`config.mk`:
```
export PLATFORM = sky130hd
export DESIGN_NAME = nvcfg_top
export DESIGN_NICKNAME = d
export VERILOG_FILES = /design/src/rtl/nvcfg_pkg.sv /design/src/rtl/nvcfg_sync.sv /design/src/rtl/nvcfg_prog.sv /design/src/rtl/nvcfg_top.sv
export SDC_FILE = /design/constraint.sdc
export NUM_CORES = 1
export LEC_CHECK = 0
export BUFFER_PORTS_ARGS = -buffer_cell sky130_fd_sc_hd__buf_2
export CORE_ASPECT_RATIO = 1.25
export CORE_MARGIN = 2
export CORE_UTILIZATION = 69
export CTS_BUF_LIST = sky130_fd_sc_hd__clkbuf_4
export DETAILED_ROUTE_END_ITERATION = 10
export PLACE_DENSITY_LB_ADDON = 0.08
export SLEW_MARGIN = 20
export SYNTH_ARGS = -nofsm -noshare
export SYNTH_HDL_FRONTEND = slang
export SYNTH_SLANG_ARGS = --single-unit
```
`constraint.sdc`:
```
create_clock -name ref_clk_i -period 7.4 [get_ports ref_clk_i]
set_input_delay 0.74 -clock ref_clk_i [delete_from_list [all_inputs] [get_ports ref_clk_i]]
set_output_delay 0.74 -clock ref_clk_i [all_outputs]
set_load 0.005 [all_outputs]
```
`src/rtl/nvcfg_pkg.sv`:
```
package nvcfg_pkg;
   // -------------------------------------------------------------
   // Timing
   // -------------------------------------------------------------
   localparam int CLK_PERIOD_NS = 25;            // 40 MHz ref clock
   localparam int PROG_TIME_NS = 1000000;        // Program cycle time, plain default
   // Longest time rounds down
   localparam int PROG_CYCLES = PROG_TIME_NS / CLK_PERIOD_NS;
   // -------------------------------------------------------------
   // Serial bus selection
   // -------------------------------------------------------------
   localparam logic [3:0] ADDR_FIXED = 4'h9;     // Fixed upper address bits
   localparam logic [7:0] PTR_NVCFG = 8'h11;     // Pointer of the register
   // -------------------------------------------------------------
   // Register layout
   // -------------------------------------------------------------
   localparam logic [15:0] NV_FACTORY = 16'h0000; // Factory contents
   localparam logic [15:0] NV_WR_MASK = 16'h7f06; // Implemented bits
   localparam int RES_LSB = 13;                  // default_resolution_sel
   localparam int FQ_LSB = 11;                   // default_fault_queue_sel
   localparam int POL_BIT = 10;                  // default_alarm_polarity
   localparam int MODE_BIT = 9;                  // default_alarm_mode
   localparam int SD_BIT = 8;                    // default_shutdown
   localparam int LOCKDN_BIT = 2;                // permanent_lockdown
   localparam int LOCK_BIT = 1;                  // reversible_lock
   localparam int VOL_LSB = 8;                   // Copied byte, low bit
   localparam int BYTE_BITS = 8;                 // Bits per bus byte
endpackage

```
`src/rtl/nvcfg_sync.sv`:
```
`timescale 1ns/1ps
`default_nettype none
// Two-stage synchroniser for pins; idles high like the bus lines
module nvcfg_sync #(
   parameter int W = 2
) (
   input wire logic ref_clk_i,
   input wire logic rst_i,
   input wire logic [W-1:0] d_i,
   output logic [W-1:0] q_o
);
   logic [W-1:0] meta_ff; // First stage, read by second stage only

   if (W < 1) begin : g_chk
      $error("nvcfg_sync: W must be at least 1");
   end

   // -------------------------------------------------------------
   // Two flops in series
   // -------------------------------------------------------------
   always_ff @(posedge ref_clk_i) begin
      if (rst_i) begin
         meta_ff <= '1;
         q_o <= '1;
      end else begin
         meta_ff <= d_i;
         q_o <= meta_ff;
      end
   end
endmodule
`default_nettype wire

```
`src/rtl/nvcfg_prog.sv`:
```
`timescale 1ns/1ps
`default_nettype none
// Nonvolatile cells plus the self-timed program cycle
module nvcfg_prog #(
   parameter int PROG_CYCLES = nvcfg_pkg::PROG_CYCLES
) (
   input wire logic ref_clk_i,
   input wire logic rst_i,
   input wire logic start_i,
   input wire logic [15:0] data_i,
   output logic busy_o,
   output logic [15:0] nv_o
);
   localparam int CW = $clog2(PROG_CYCLES + 1);
   logic [CW-1:0] cnt_ff;     // Cycles spent programming
   logic [15:0] pend_ff;      // Word being programmed
   logic [15:0] cells_ff = nvcfg_pkg::NV_FACTORY; // Stored word, factory value at power-up

   if (PROG_CYCLES < 1) begin : g_chk
      $error("nvcfg_prog: PROG_CYCLES must be at least 1");
   end

   // -------------------------------------------------------------
   // Storage: no reset, so contents live through device reset
   // -------------------------------------------------------------
   assign nv_o = cells_ff;
   always_ff @(posedge ref_clk_i) begin
      // Commit only at the end of a full cycle
      if (!rst_i && busy_o && cnt_ff == CW'(PROG_CYCLES - 1)) begin
         cells_ff <= pend_ff;
      end
   end

   // -------------------------------------------------------------
   // Program timer; a reset mid-cycle drops the word, old data stays
   // -------------------------------------------------------------
   always_ff @(posedge ref_clk_i) begin
      if (rst_i) begin
         busy_o <= 1'b0;
         cnt_ff <= '0;
         pend_ff <= '0;
      end else if (!busy_o) begin
         if (start_i) begin
            busy_o <= 1'b1;
            pend_ff <= data_i;
            cnt_ff <= '0;
         end
      end else if (cnt_ff == CW'(PROG_CYCLES - 1)) begin
         busy_o <= 1'b0;
      end else begin
         cnt_ff <= cnt_ff + 1'b1;
      end
   end

   a_prog_length: assert property (@(posedge ref_clk_i) disable iff (rst_i)
      busy_o |-> cnt_ff < CW'(PROG_CYCLES))
      else $error("program cycle overran");
   a_nv_quiet: assert property (@(posedge ref_clk_i) disable iff (rst_i)
      !$past(busy_o) |-> $stable(nv_o))
      else $error("cells changed outside a program cycle");
   a_start_busy: assert property (@(posedge ref_clk_i) disable iff (rst_i)
      start_i && !busy_o |=> busy_o && pend_ff == $past(data_i))
      else $error("accepted start did not raise busy");
endmodule
`default_nettype wire

```
`src/rtl/nvcfg_top.sv`:
```
// Overview of operation
// - Sixteen-bit register survives power loss, reset
// - Reset copies bits 15:8 into volatile config
// - Bit 15, 7:3, 0 read zero
// - Resolution default codes select 9..12 bits
// - Fault queue default codes need 1,2,4,6
// - Bit 10 sets default alarm polarity
// - Bit 9 selects comparator or interrupt mode
// - Bit 8 starts device in shutdown
// - Lockdown bit freezes registers forever
// - Reversible lock bit blocks modification
// - Address and pointer 11h are acknowledged
// - Two data bytes; further bytes ignored
// - Short data before stop or restart discarded
// - Stop after valid write starts programming
// - Busy status shown while programming
// - Repeated start aborts programming, keeps contents
// - No programming when busy or locked down; while locked, only clearing the lock programs
// - Locked writes still acknowledged fully
// - Busy writes: data bytes not acknowledged
//
`timescale 1ns/1ps
`default_nettype none
module nvcfg_top #(
   parameter int PROG_CYCLES = nvcfg_pkg::PROG_CYCLES
) (
   input wire logic ref_clk_i,
   input wire logic rst_i,
   input wire logic scl_i,
   input wire logic sda_i,
   output logic sda_o,
   output logic sda_oe_o,
   input wire logic [2:0] slave_addr_select_pins_i,
   output logic [1:0] resolution_sel_o,
   output logic [1:0] fault_queue_sel_o,
   output logic alarm_polarity_o,
   output logic alarm_mode_o,
   output logic shutdown_o,
   output logic nv_store_busy_o
);
   // The timer needs at least one cycle to count
   if (PROG_CYCLES < 1) begin : g_chk
      $error("nvcfg_top: PROG_CYCLES must be at least 1");
   end

   // -------------------------------------------------------------
   // Types and signals
   // -------------------------------------------------------------
   typedef enum logic [5:0] {
      ST_IDLE = 6'h01, // Bus free or not addressed
      ST_ADDR = 6'h02, // Taking the address byte
      ST_PTR = 6'h04,  // Taking the pointer byte
      ST_WDAT = 6'h08, // Taking data bytes
      ST_RDAT = 6'h10, // Sending data bytes
      ST_SKIP = 6'h20  // Ignoring until stop or start
   } nvcfg_state_e;

   nvcfg_state_e state_ff;        // Transfer phase
   logic scl_s, sda_s;            // Synchronised lines
   logic [2:0] pins_s;            // Synchronised address pins
   logic scl_d_ff, sda_d_ff;      // Previous samples for edges
   logic scl_rise, scl_fall;      // Clock edges seen
   logic start_det, stop_det;     // Bus conditions
   logic [3:0] bit_cnt_ff;        // Bits of current byte
   logic [7:0] shift_ff;          // Received byte
   logic ack_ph_ff;               // Inside the ninth clock
   logic [1:0] byte_cnt_ff;       // Data bytes taken, saturating
   logic [15:0] wdata_ff;         // Collected write word
   logic [7:0] ptr_ff;            // Pointer value
   logic [15:0] tx_ff;            // Outgoing read word
   logic ptr_hit;                 // Pointer selects this register
   logic byte_done;               // Eighth bit just ended
   logic [15:0] nv_q;             // Stored contents
   logic [15:0] nv_rd;            // Contents as read
   logic prog_busy;               // Program cycle running
   logic prog_go_ff;              // Start pulse to the cells
   logic [15:0] prog_data_ff;     // Word to program
   logic [7:0] vol_ff;            // Volatile configuration copy

   // -------------------------------------------------------------
   // Pin sampling: scl, sda and pins cross into ref_clk_i
   // -------------------------------------------------------------
   nvcfg_sync #(
      .W(5)
   ) u_sync (
      .ref_clk_i(ref_clk_i),
      .rst_i(rst_i),
      .d_i({scl_i, sda_i, slave_addr_select_pins_i}),
      .q_o({scl_s, sda_s, pins_s})
   );

   // Edge history from the synchronised lines only
   always_ff @(posedge ref_clk_i) begin
      if (rst_i) begin
         scl_d_ff <= 1'b1;
         sda_d_ff <= 1'b1;
      end else begin
         scl_d_ff <= scl_s;
         sda_d_ff <= sda_s;
      end
   end

   // Start and stop are sda moving while scl stays high
   assign scl_rise = scl_s & ~scl_d_ff;
   assign scl_fall = ~scl_s & scl_d_ff;
   assign start_det = scl_s & scl_d_ff & sda_d_ff & ~sda_s;
   assign stop_det = scl_s & scl_d_ff & ~sda_d_ff & sda_s;
   assign byte_done = scl_fall & ~ack_ph_ff &
      (bit_cnt_ff == 4'(nvcfg_pkg::BYTE_BITS));
   assign ptr_hit = (ptr_ff == nvcfg_pkg::PTR_NVCFG);
   assign nv_rd = nv_q & nvcfg_pkg::NV_WR_MASK;

   // -------------------------------------------------------------
   // Cells and program timer
   // -------------------------------------------------------------
   nvcfg_prog #(
      .PROG_CYCLES(PROG_CYCLES)
   ) u_prog (
      .ref_clk_i(ref_clk_i),
      .rst_i(rst_i),
      .start_i(prog_go_ff),
      .data_i(prog_data_ff),
      .busy_o(prog_busy),
      .nv_o(nv_q)
   );

   // -------------------------------------------------------------
   // Bit timing: sample on scl rise, count bits, track ack slot
   // -------------------------------------------------------------
   // Nothing shifts in the ninth clock, so an ack never lands in a byte
   always_ff @(posedge ref_clk_i) begin
      if (rst_i || start_det || stop_det) begin
         bit_cnt_ff <= '0;
         ack_ph_ff <= 1'b0;
         shift_ff <= '0;
      end else if (scl_rise && !ack_ph_ff) begin
         shift_ff <= {shift_ff[6:0], sda_s};
         bit_cnt_ff <= bit_cnt_ff + 1'b1;
      end else if (byte_done) begin
         ack_ph_ff <= 1'b1;
      end else if (scl_fall && ack_ph_ff) begin
         ack_ph_ff <= 1'b0;
         bit_cnt_ff <= '0;
      end
   end

   // -------------------------------------------------------------
   // Transfer phases, decided at the end of each byte
   // -------------------------------------------------------------
   // A foreign address parks in idle until the next start
   always_ff @(posedge ref_clk_i) begin
      if (rst_i || stop_det) begin
         state_ff <= ST_IDLE;
      end else if (start_det) begin
         state_ff <= ST_ADDR;
      end else if (byte_done) begin
         unique case (state_ff)
            ST_ADDR: begin
               if (shift_ff[7:1] != {nvcfg_pkg::ADDR_FIXED, pins_s}) begin
                  state_ff <= ST_IDLE;
               end else if (shift_ff[0]) begin
                  state_ff <= ST_RDAT;
               end else begin
                  state_ff <= ST_PTR;
               end
            end
            ST_PTR: begin
               state_ff <= ST_WDAT;
            end
            default: begin
               state_ff <= state_ff;
            end
         endcase
      end else if (state_ff == ST_RDAT && ack_ph_ff && scl_rise && sda_s) begin
         // Master refused the byte: stop sending
         state_ff <= ST_SKIP;
      end
   end

   // Pointer is kept across transfers so reads may rely on it
   always_ff @(posedge ref_clk_i) begin
      if (rst_i) begin
         ptr_ff <= '0;
      end else if (byte_done && state_ff == ST_PTR) begin
         ptr_ff <= shift_ff;
      end
   end

   // -------------------------------------------------------------
   // Write collection: two bytes high first, extras dropped
   // -------------------------------------------------------------
   always_ff @(posedge ref_clk_i) begin
      if (rst_i || start_det) begin
         byte_cnt_ff <= '0;
         wdata_ff <= '0;
      end else if (byte_done && state_ff == ST_WDAT && ptr_hit && !prog_busy) begin
         if (byte_cnt_ff == 2'h0) begin
            wdata_ff[15:8] <= shift_ff;
            byte_cnt_ff <= 2'h1;
         end else if (byte_cnt_ff == 2'h1) begin
            wdata_ff[7:0] <= shift_ff;
            byte_cnt_ff <= 2'h2;
         end
         // Third and later bytes leave the word alone
      end
   end

   // -------------------------------------------------------------
   // Program request, issued only on a stop after a full word
   // -------------------------------------------------------------
   // Busy and both locks are judged again at the stop itself
   always_ff @(posedge ref_clk_i) begin
      if (rst_i) begin
         prog_go_ff <= 1'b0;
         prog_data_ff <= '0;
      end else begin
         prog_go_ff <= 1'b0;
         if (stop_det && state_ff == ST_WDAT && ptr_hit && byte_cnt_ff == 2'h2 &&
               !prog_busy && !nv_q[nvcfg_pkg::LOCKDN_BIT]) begin
            if (!nv_q[nvcfg_pkg::LOCK_BIT]) begin
               prog_go_ff <= 1'b1;
               prog_data_ff <= wdata_ff & nvcfg_pkg::NV_WR_MASK;
            end else if (!wdata_ff[nvcfg_pkg::LOCK_BIT]) begin
               // While locked only the lock bit itself may be cleared
               prog_go_ff <= 1'b1;
               prog_data_ff <= nv_rd & ~(16'h0001 << nvcfg_pkg::LOCK_BIT);
            end
         end
      end
   end

   // -------------------------------------------------------------
   // Open-drain data line: ack slots and read bits
   // -------------------------------------------------------------
   always_ff @(posedge ref_clk_i) begin
      if (rst_i || start_det || stop_det) begin
         sda_oe_o <= 1'b0;
         tx_ff <= '0;
      end else if (byte_done) begin
         tx_ff <= {tx_ff[14:0], 1'b0};
         unique case (state_ff)
            ST_ADDR: begin
               sda_oe_o <= (shift_ff[7:1] == {nvcfg_pkg::ADDR_FIXED, pins_s});
               // Other pointers read as zero from this block
               tx_ff <= ptr_hit ? nv_rd : '0;
            end
            ST_PTR: begin
               sda_oe_o <= 1'b1;
            end
            ST_WDAT: begin
               // Locked writes are acked, busy ones are not
               sda_oe_o <= !(ptr_hit && prog_busy);
            end
            default: begin
               // Read: release for master ack; skip: stay quiet
               sda_oe_o <= 1'b0;
            end
         endcase
      end else if (scl_fall && ack_ph_ff) begin
         // Ack slot over: drive first read bit or release
         sda_oe_o <= (state_ff == ST_RDAT) && !tx_ff[15];
      end else if (scl_fall && state_ff == ST_RDAT) begin
         tx_ff <= {tx_ff[14:0], 1'b0};
         sda_oe_o <= !tx_ff[14];
      end
   end

   // Open drain: a high level comes from the pull-up, never from here
   // Only ever pulls low
   always_ff @(posedge ref_clk_i) begin
      sda_o <= 1'b0;
   end

   // -------------------------------------------------------------
   // Volatile configuration: reloaded from the cells on reset
   // -------------------------------------------------------------
   // Never written outside reset: the copy is the running setup
   always_ff @(posedge ref_clk_i) begin
      if (rst_i) begin
         vol_ff <= nv_q[15:nvcfg_pkg::VOL_LSB];
      end
   end

   assign resolution_sel_o = vol_ff[nvcfg_pkg::RES_LSB - nvcfg_pkg::VOL_LSB +: 2];
   assign fault_queue_sel_o = vol_ff[nvcfg_pkg::FQ_LSB - nvcfg_pkg::VOL_LSB +: 2];
   assign alarm_polarity_o = vol_ff[nvcfg_pkg::POL_BIT - nvcfg_pkg::VOL_LSB];
   assign alarm_mode_o = vol_ff[nvcfg_pkg::MODE_BIT - nvcfg_pkg::VOL_LSB];
   assign shutdown_o = vol_ff[nvcfg_pkg::SD_BIT - nvcfg_pkg::VOL_LSB];

   // Busy status follows the timer one cycle later
   always_ff @(posedge ref_clk_i) begin
      if (rst_i) begin
         nv_store_busy_o <= 1'b0;
      end else begin
         nv_store_busy_o <= prog_busy;
      end
   end

   // -------------------------------------------------------------
   // Checks
   // -------------------------------------------------------------
   // All but the reload check are idle while reset is held
   a_vol_reload: assert property (@(posedge ref_clk_i)
      rst_i |=> vol_ff == $past(nv_q[15:8]))
      else $error("volatile copy differs from cells");
   a_busy_nack: assert property (@(posedge ref_clk_i) disable iff (rst_i)
      byte_done && state_ff == ST_WDAT && ptr_hit && prog_busy |=> !sda_oe_o)
      else $error("data byte acked while busy");
   a_lock_ack: assert property (@(posedge ref_clk_i) disable iff (rst_i)
      byte_done && state_ff == ST_WDAT && !prog_busy |=> sda_oe_o [*2])
      else $error("data byte not acked");
   a_short_drop: assert property (@(posedge ref_clk_i) disable iff (rst_i)
      stop_det && byte_cnt_ff != 2'h2 |=> !prog_go_ff)
      else $error("short write started programming");
   a_restart_abort: assert property (@(posedge ref_clk_i) disable iff (rst_i)
      start_det |=> !prog_go_ff)
      else $error("repeated start started programming");
   a_lockdown_hold: assert property (@(posedge ref_clk_i) disable iff (rst_i)
      nv_q[nvcfg_pkg::LOCKDN_BIT] |-> !prog_go_ff ##1 $stable(nv_q))
      else $error("locked-down register modified");
   a_rsvd_zero: assert property (@(posedge ref_clk_i) disable iff (rst_i)
      prog_go_ff |-> (prog_data_ff & ~nvcfg_pkg::NV_WR_MASK) == 16'h0000)
      else $error("reserved bit programmed");
   a_busy_refuse: assert property (@(posedge ref_clk_i) disable iff (rst_i)
      prog_busy |=> !prog_go_ff)
      else $error("program requested while busy");
   a_extra_ignored: assert property (@(posedge ref_clk_i) disable iff (rst_i)
      byte_done && byte_cnt_ff == 2'h2 |=> $stable(wdata_ff))
      else $error("extra byte changed write word");
   a_busy_status: assert property (@(posedge ref_clk_i) disable iff (rst_i)
      prog_go_ff && !prog_busy |=> ##1 nv_store_busy_o)
      else $error("busy status not shown");
   a_addr_refuse: assert property (@(posedge ref_clk_i) disable iff (rst_i)
      byte_done && state_ff == ST_ADDR &&
      shift_ff[7:1] != {nvcfg_pkg::ADDR_FIXED, pins_s} |=> !sda_oe_o)
      else $error("foreign address acknowledged");
   a_stop_prog: assert property (@(posedge ref_clk_i) disable iff (rst_i)
      stop_det && state_ff == ST_WDAT && ptr_hit && byte_cnt_ff == 2'h2 && !prog_busy &&
      nv_q[nvcfg_pkg::LOCKDN_BIT:nvcfg_pkg::LOCK_BIT] == 2'h0 |=> prog_go_ff)
      else $error("valid write did not start programming");
endmodule
`default_nettype wire

```
Word-level counts from Yosys, hierarchy flattened
Index checks and enable logic that the tools add are counted.

Input bits: 7. Word-level logic and storage cells: 143. Output and inout port bits: 10. Flip-flop bits (word level): 139.

Eq/ne operators: 17. Mux-type cells: 32. $add $sub $neg: 2. Reduce and logical (&&, ||, !) cells: 51. Bitwise operators: 18.

Operator list (number): $mux 16 (7); $mux 15 (3); $reduce_and 2->1 (10); $logic_and 1x1->1 (19); $add 16x1->16 const B (1); $eq 16x16->1 const B (1); $mux 4 (3); $mux 6 (2); $pmux 6 s2 (1); $reduce_bool 2->1 (6); $mux 1 (10); $mux 5 (2); $and 1x1->1 (9); $not 1->1 (9); $eq 8x5->1 const B (1); $eq 7x7->1 (1); $logic_not 1->1 (7); $ne 7x7->1 (1); $eq 6x2->1 const B (1); $eq 6x3->1 const B (1); $eq 6x4->1 const B (1); $eq 6x5->1 const B (1); $mux 2 (3); $ne 2x2->1 const B (3); other kinds (13) (17).

Logic depth before layout (Yosys ltp)
Gate-level depths: netlist of run 1.

Depth after elaboration: 10. Gate-level depth with buffers: 9.

Cells and area by module
From an unflattened synthesis of run 1, not the netlist that was laid out.

Cell total of the unflattened synthesis: 562. Area, all modules: 5570.3 µm².

Modules (own cells, without submodules): nvcfg_top (area each 3310.7 µm², instances 1, cells each 341); nvcfg_prog (area each 1996.9 µm², instances 1, cells each 201); nvcfg_sync (area each 262.8 µm², instances 1, cells each 20).

Worst setup path before layout of run 1
No wires, ideal clock.

Path kind: register to register. From: register u_prog.cnt_ff[6]. To: register u_prog.cells_ff[10], in the netlist u_prog.nv_o[10], enable pin. Data arrival time: 2250 ps. Slack: 4761 ps. Data required time: 7011 ps. Stages on the path, launching flop included: 5. Path through: dfxtp_1 > or4_1 > or4_4 > buf_6 > nor3b_1.

Cells in the longest elaborated chain, start to end: 2.

RTL lines: start, declared (line nvcfg_prog.sv:15) `logic [CW-1:0] cnt_ff;`; start signal, assigned (line nvcfg_prog.sv:51) `cnt_ff <= cnt_ff + 1'b1;`; $eq 16x16->1 (line nvcfg_prog.sv:29) `if (!rst_i && busy_o && cnt_ff == CW'(PROG_CYCLES - 1)) begin`; $logic_and 1x1->1 (line nvcfg_prog.sv:29); end signal, assigned (line nvcfg_prog.sv:30) `cells_ff <= pend_ff;`; end, declared (line nvcfg_prog.sv:17) `logic [15:0] cells_ff = nvcfg_pkg::NV_FACTORY;`.

Every way passes these cells. A chain may end at the register's enable or synchronous reset.

Worst setup path after layout of run 1
From: register bit_cnt_ff[1]. To: register tx_ff[8].

Cells in the longest elaborated chain, start to end: 4.

RTL lines: start, declared (line nvcfg_top.sv:64) `logic [3:0] bit_cnt_ff;`; start signal, assigned (line nvcfg_top.sv:138) `bit_cnt_ff <= bit_cnt_ff + 1'b1;`; $eq 4x4->1 (*) (line nvcfg_top.sv:109) `(bit_cnt_ff == 4'(nvcfg_pkg::BYTE_BITS));`; $and 1x1->1 (*) (line nvcfg_top.sv:108) `assign byte_done = scl_fall & ~ack_ph_ff &`; $ne 2x2->1 (no source line) / $reduce_bool 2->1 (equally long branches); $reduce_and 2->1 (no source line); end signal, assigned (line nvcfg_top.sv:240) `tx_ff <= {tx_ff[14:0], 1'b0};`; end signal, assigned (line nvcfg_top.sv:245) `tx_ff <= ptr_hit ? nv_rd : '0;`; end signal, assigned (line nvcfg_top.sv:263) `tx_ff <= {tx_ff[14:0], 1'b0};`; end, declared (line nvcfg_top.sv:70) `logic [15:0] tx_ff;`.

Every way passes the cells marked *; elsewhere a longest branch is shown, timed or not.

==> results of run 1 <==
[power by group through the flow]
| stage | Clock [mW] | Sequential, mW | Combinational (mW) |
|---|---|---|---|
| after global routing | 0.538 | 0.661 | 0.0278 |
| final | 0.499 | 0.660 | 0.0251 |
| after floorplan | 0 | 0.675 | 0.0179 |
| after CTS | 0.508 | 0.660 | 0.0252 |
| after detailed placement | 0 | 0.675 | 0.0251 |
| after global placement | 0 | 0.675 | 0.0245 |
[worst register-to-register path, cell delays in order, from the launching register on]
cell      delay, ns
dfxtp_1        0.36
inv_1          0.07
ha_1           0.13
nor4bb_1       0.55
nand4_1        0.68
nor2_1         0.70
a221oi_1       0.17
nor3_1         0.22
[kinds of logic after synthesis]
family	Yosys count
flops	119
compound gates	81
xor+xnor	7
fa+ha+maj	3
buf+inv	38
mux	38
simple gates	214
other cells	1
[layout by cell type (no fill, tap or decap), types with 6 or more instances in the layout]
cell / synthesis / final
dfxtp_1: 103 / 103
nand2_1: 54 / 54
nor2_1: 49 / 49
a21oi_1: 38 / 38
mux2i_1: 28 / 28
nand3_1: 25 / 25
clkbuf_4: 0 / 20
edfxtp_1: 16 / 16
nor3_1: 15 / 15
buf_2: 2 / 15
or2_2: 14 / 14
nand4_1: 11 / 11
mux2_2: 10 / 10
a221oi_1: 9 / 9
inv_1: 8 / 8
nor2b_1: 6 / 6
[registers in the layout (all words and copies together), names as in the netlist, 2 cells and up]
name and flops:
prog_data_ff 9, u_prog.cnt_ff 16, u_prog.nv_o 9, bit_cnt_ff 4, tx_ff 15, wdata_ff 9, shift_ff 8, u_prog.pend_ff 9
state_ff 6, u_sync.q_o 5, byte_cnt_ff 2, u_sync.meta_ff 5, ptr_ff 8, vol_ff 7
[layout make-up]
type	count	area, sq um
Clock buffer	20	150
Timing Repair Buffer	18	97.6
Sequential cell	119	2540
Multi-Input combinational cell	344	2170
Tap cell	90	113
Clock inverter	12	159
Fill cell	493	1630
Inverter	8	30.0
[worst max-delay path by stage]
stage,endpoint,depth (start not counted)
after floorplan,u_prog.nv_o[10],4
after global placement,u_prog.nv_o[8],3
after detailed placement,tx_ff[8],7
after CTS,tx_ff[8],7
after global routing,tx_ff[14],7
final,tx_ff[8],7
[stage by stage]
stage | worst slack [ns] | util | hold slack [ns]
final | 4.47 | 0.763 | 0.417
after global placement | 4.59 | 0.717 | 0.392
after detailed placement | 4.57 | 0.718 | 0.393
after floorplan | 4.76 | - | 0.389
after global routing | 4.12 | 0.763 | 0.382
after CTS | 4.55 | 0.763 | 0.381
[per-layer routing]
layer / part of all wire / GRT usage
met2: 0.51 / 0.438
met3: 0.039 / 0.0684
met4: 0.013 / 0.102
met1: 0.43 / 0.335
met5: 0 / 0
==> flow_metrics.tcl, run 1 <==
set metrics [dict create \
    status "complete, no violations" \
    ys_seq_elements 119 \
    end_kind "register" \
    grt_max_degree 70 \
    clockRootBuffer "clkbuf_4" \
    netlist_top_cells_area "dfxtp_1, edfxtp_1, mux2i_1, nand2_1, a21oi_1" \
    drt_iter0_drc 174 \
    swShare 0.207 \
    cpLargestDelayFamily "simple AND/OR/NAND/NOR gates" \
    vias_per_cell 6.10 \
    area_delta_synth_final_pct 8.33 \
    stdcell_count 611 \
    setup-violations-final 0 \
    ys_types 58 \
    critPathMaxStageDelay_ns 0.69 \
    skew_ns 0.0179 \
    synthSimpleGateAreaFrac 0.233 \
    cts_made_buffers 17 \
    synth_commonest_cells "dfxtp_1, nand2_1, nor2_1, a21oi_1, mux2i_1" \
    rsz0062_at_grt "false" \
    ys_warn_count 0 \
    peakVddDrop_mv 0.145 \
    combPwrFrac 0.021 \
    hold_class "reg -> reg" \
    ctsHoldBuffers 0 \
    grt_pass1_wl_um 16100 \
    die_area_sq_um 7730 \
    holdCritStartpoint "u_sync.meta_ff[3]" \
    layout_min_cycle_time_ns 2.93 \
    synthAdderAreaFrac 0.00773 \
    relSlewSlack 0.333 \
    dpl.cell_count 579 \
    synth-compound-area-share 0.109 \
    cts_setup_buffers 0 \
    antenna_found_initial 0 \
    crit_buf_inv 1 \
    fp.dieW_um 79.0 \
    routedWlPerCell_um 15.9 \
    worstPathRequired_ns 7.81 \
    hold_path_end "u_sync.q_o[3]" \
    p_switching_uw 245 \
    worstHoldPathCells 1 \
    yosysMostFrequentCell "dfxtp_1" \
    syn_area_sq_um 4850 \
    core_sq_um 6890 \
    die_h_um 97.8 \
    synth_top_area_share 0.425 \
    post-route-period-util 0.396 \
    crit_chain "inv_1 > ha_1 > nor4bb_1 > nand4_1 > nor2_1 > a221oi_1 > nor3_1" \
    n_antenna_cell 0 \
    crit_start "bit_cnt_ff[1]" \
    place_congestion 0.865 \
    synth_top_family_by_area "simple AND/OR/NAND/NOR gates" \
    maxCapViolations 0 \
    drtPass1Iterations 5 \
    synth_seq_area_share 0.524 \
    ant_nets 0 \
    synth_xor_xnor_area_share 0.0126 \
    reg2regPathDepth 7 \
    ys_async_sr_fraction 0 \
    arrival_ns 3.35 \
    grt_pass1_vias 3533 \
    finalPower_mw 1.18 \
    cts.clk_slew.worst_paths_ns 0.10 \
    path_max_fanout 16 \
    synth_flop_cell "dfxtp_1" \
    rrSetupSlack_ns 4.47 \
    hpwl_um 6570 \
    p_leak_nw 1.77 \
    clkLatencyLatePin_ns 0.50 \
    p_clk_frac 0.422 \
    synth-edff-count 16 \
    power.density_nw_per_um2 225 \
    nets 518 \
    track_usage 0.266 \
    yosysTopAreaCell "dfxtp_1" \
    tightest_slew_ns 0.994 \
    crit_type "reg -> reg" \
    sequentialPowerShare 0.557 \
    p_int_uw 939 \
    io-pin-count 17 \
    num_rows 34 \
    fmax_ghz 0.341 \
    overflow 0 \
    tritoncts "yes" \
    yosys-mux-area-fraction 0.0809 \
    synth_nets 511 \
    portBuffers 15 \
    routed_wl_um 9690 \
    drc 0 \
    fin_setup_tns_ns 0 \
    htreeDepth 4 \
    drive_above_1_share 0.155 \
    drv_slew 0 \
    rr_startpoint "bit_cnt_ff[1]" \
    start_kind "register" \
    cts.sinks 119 \
    dpl_cell_area_sq_um 4950 \
    synth.avg_cell_area_sq_um 9.69 \
    fin_area_sq_um 5260 \
    final-hold-violation-count 0 \
    route.vias.total 3725 \
    syn_inst 501 \
    cts_buffer_depth 2 \
    cts_resized 0 \
    start_util 0.704 \
    slowest_stage "nor2_1" \
    crit-reg2reg-capture "tx_ff[8]" \
]
No activity file was read; power rests on OpenSTA's default activity.
==> run 2: changes to the inputs <==
Settings changed: CORE_UTILIZATION 69 to 64.
Clock period 7.4 ns to 2.9 ns, I/O delays scaled along.
==> flow_metrics.tcl, run 2 (same netlist as run 1, synthesis figures left out) <==
set metrics [dict create \
    status "complete, no violations" \
    place_congestion 0.879 \
    reg2regPathDepth 8 \
    track_usage 0.264 \
    htreeDepth 4 \
    routed_wl_um 10100 \
    skew_ns 0.0173 \
    portBuffers 15 \
    dp_slack_ns 0.471 \
    grt_max_degree 34 \
    rrSetupSlack_ns 0.42 \
    holdCritStartpoint "rst_i" \
    setup_ws_ns 0.423 \
    relSlewSlack 0.298 \
    cts.clk_slew.worst_paths_ns 0.11 \
    crit-reg2reg-capture "state_ff[0]" \
    rr_startpoint "bit_cnt_ff[0]" \
    routedWlPerCell_um 16.2 \
    final-hold-violation-count 0 \
    largestRegisters "u_prog.cnt_ff (16), tx_ff (15)" \
    grt_pass1_wl_um 16700 \
    setup-violations-final 0 \
    worstHoldPathCells 2 \
    vias_per_cell 6.02 \
    grt_pass1_vias 3601 \
    tightest_slew_ns 1.05 \
    num_rows 35 \
    regMostFlops "u_prog.cnt_ff" \
    hpwl_um 6850 \
    ant_nets 0 \
    fmax_ghz 0.404 \
    drt_iter0_drc 145 \
    rsz0062_at_grt "false" \
    cts.sinks 119 \
    start_kind "register" \
    finalPower_mw 2.88 \
    start_util 0.660 \
    cts_resized 0 \
    fin_setup_tns_ns 0 \
    layout_commonest_cell "dfxtp_1" \
    end_kind "register" \
    die_area_sq_um 8300 \
    arrival_ns 2.90 \
    maxCapViolations 0 \
    overflow 0 \
    fin_hold_ws_ns 0.218 \
    worstPathRequired_ns 3.32 \
    cts_made_buffers 17 \
    mostFrequentLayoutCells "dfxtp_1, nand2_1, nor2_1" \
    hold_path_end "ptr_ff[3]" \
    cts_buffer_depth 2 \
    power.density_nw_per_um2 542 \
    n_antenna_cell 0 \
    area_delta_synth_final_pct 9.41 \
    path_max_fanout 11 \
    clockRootBuffer "clkbuf_4" \
    drv_slew 0 \
    tritoncts "yes" \
    die_h_um 101 \
    hold_class "in -> reg" \
    p_leak_nw 1.79 \
    drc 0 \
    peakVddDrop_mv 0.340 \
    io-pin-count 17 \
    crit_type "reg -> reg" \
    stdcell_count 624 \
    fp.dieW_um 81.9 \
    clkLatencyLatePin_ns 0.53 \
    nets 529 \
    drive_above_1_share 0.167 \
    dpl.cell_count 587 \
    post-route-period-util 0.854 \
    antenna_found_initial 0 \
    layout_min_cycle_time_ns 2.48 \
    route.vias.total 3756 \
    drtPass1Iterations 5 \
    core_sq_um 7360 \
    largest_register_ffs 16 \
]
[run 2: how the worst max path moves through the flow]
| stage | cells after the start | from | slack, ns | endpoint |
|---|---|---|---|---|
| after floorplan | 4 | u_prog.cnt_ff[6] | 0.26 | u_prog.nv_o[10] |
| after global placement | 8 | bit_cnt_ff[0] | 0.56 | state_ff[0] |
| after detailed placement | 7 | bit_cnt_ff[0] | 0.47 | wdata_ff[11] |
| after CTS | 8 | bit_cnt_ff[0] | 0.44 | state_ff[0] |
| after global routing | 8 | bit_cnt_ff[0] | 0.19 | state_ff[0] |
| final | 8 | bit_cnt_ff[0] | 0.42 | state_ff[0] |
[run 2: layout make-up]
cell class                 count  area, sq um
sequential                   119         2540
clock buffer                  17          128
timing repair buffer          29          193
tap                           92          115
inverter                       8         30.0
multi-input combinational    344         2160
clock inverter                15          141
fill                         591         2050
[run 2: metrics by stage]
| stage | instance area (sq um) | utilization |
|---|---|---|
| after detailed placement | 4990 | 0.678 |
| after global routing | 5310 | 0.722 |
| final | 5310 | 0.722 |
| after floorplan | 4850 | - |
| after CTS | 5310 | 0.722 |
| after global placement | 4990 | 0.678 |
[run 2: timing repair]
item | 4_1_cts | 5_1_grt
hold buffers | 5 | 0
buffers inserted | 0 | 0
endpoints found under the hold margin | 5 | 0
[run 2: worst max-delay path, stage by stage (launching register included)]
cell,delay [ns]
dfxtp_1,0.36
inv_1,0.07
ha_1,0.13
nor4bb_1,0.57
and2_1,0.34
buf_4,0.22
nand3_1,0.15
a21o_1,0.21
a311o_1,0.33
[run 2: power breakdown]
group,leakage (nW),total [mW],switching [mW],internal (mW)
registers,0.984,1.69,0.00795,1.68
clock network,0.140,1.12,0.678,0.440
logic,0.668,0.0723,0.0461,0.0262
total,1.79,2.88,0.732,2.14
[run 2: layer usage]
layer  wire (um)  vias to the layer above  GRT usage
met5           0                        -          0
met4         289                        0      0.124
met3         396                       30     0.0731
met2        5160                       71      0.453
met1        4290                     1810      0.302
li1            -                     1845          -
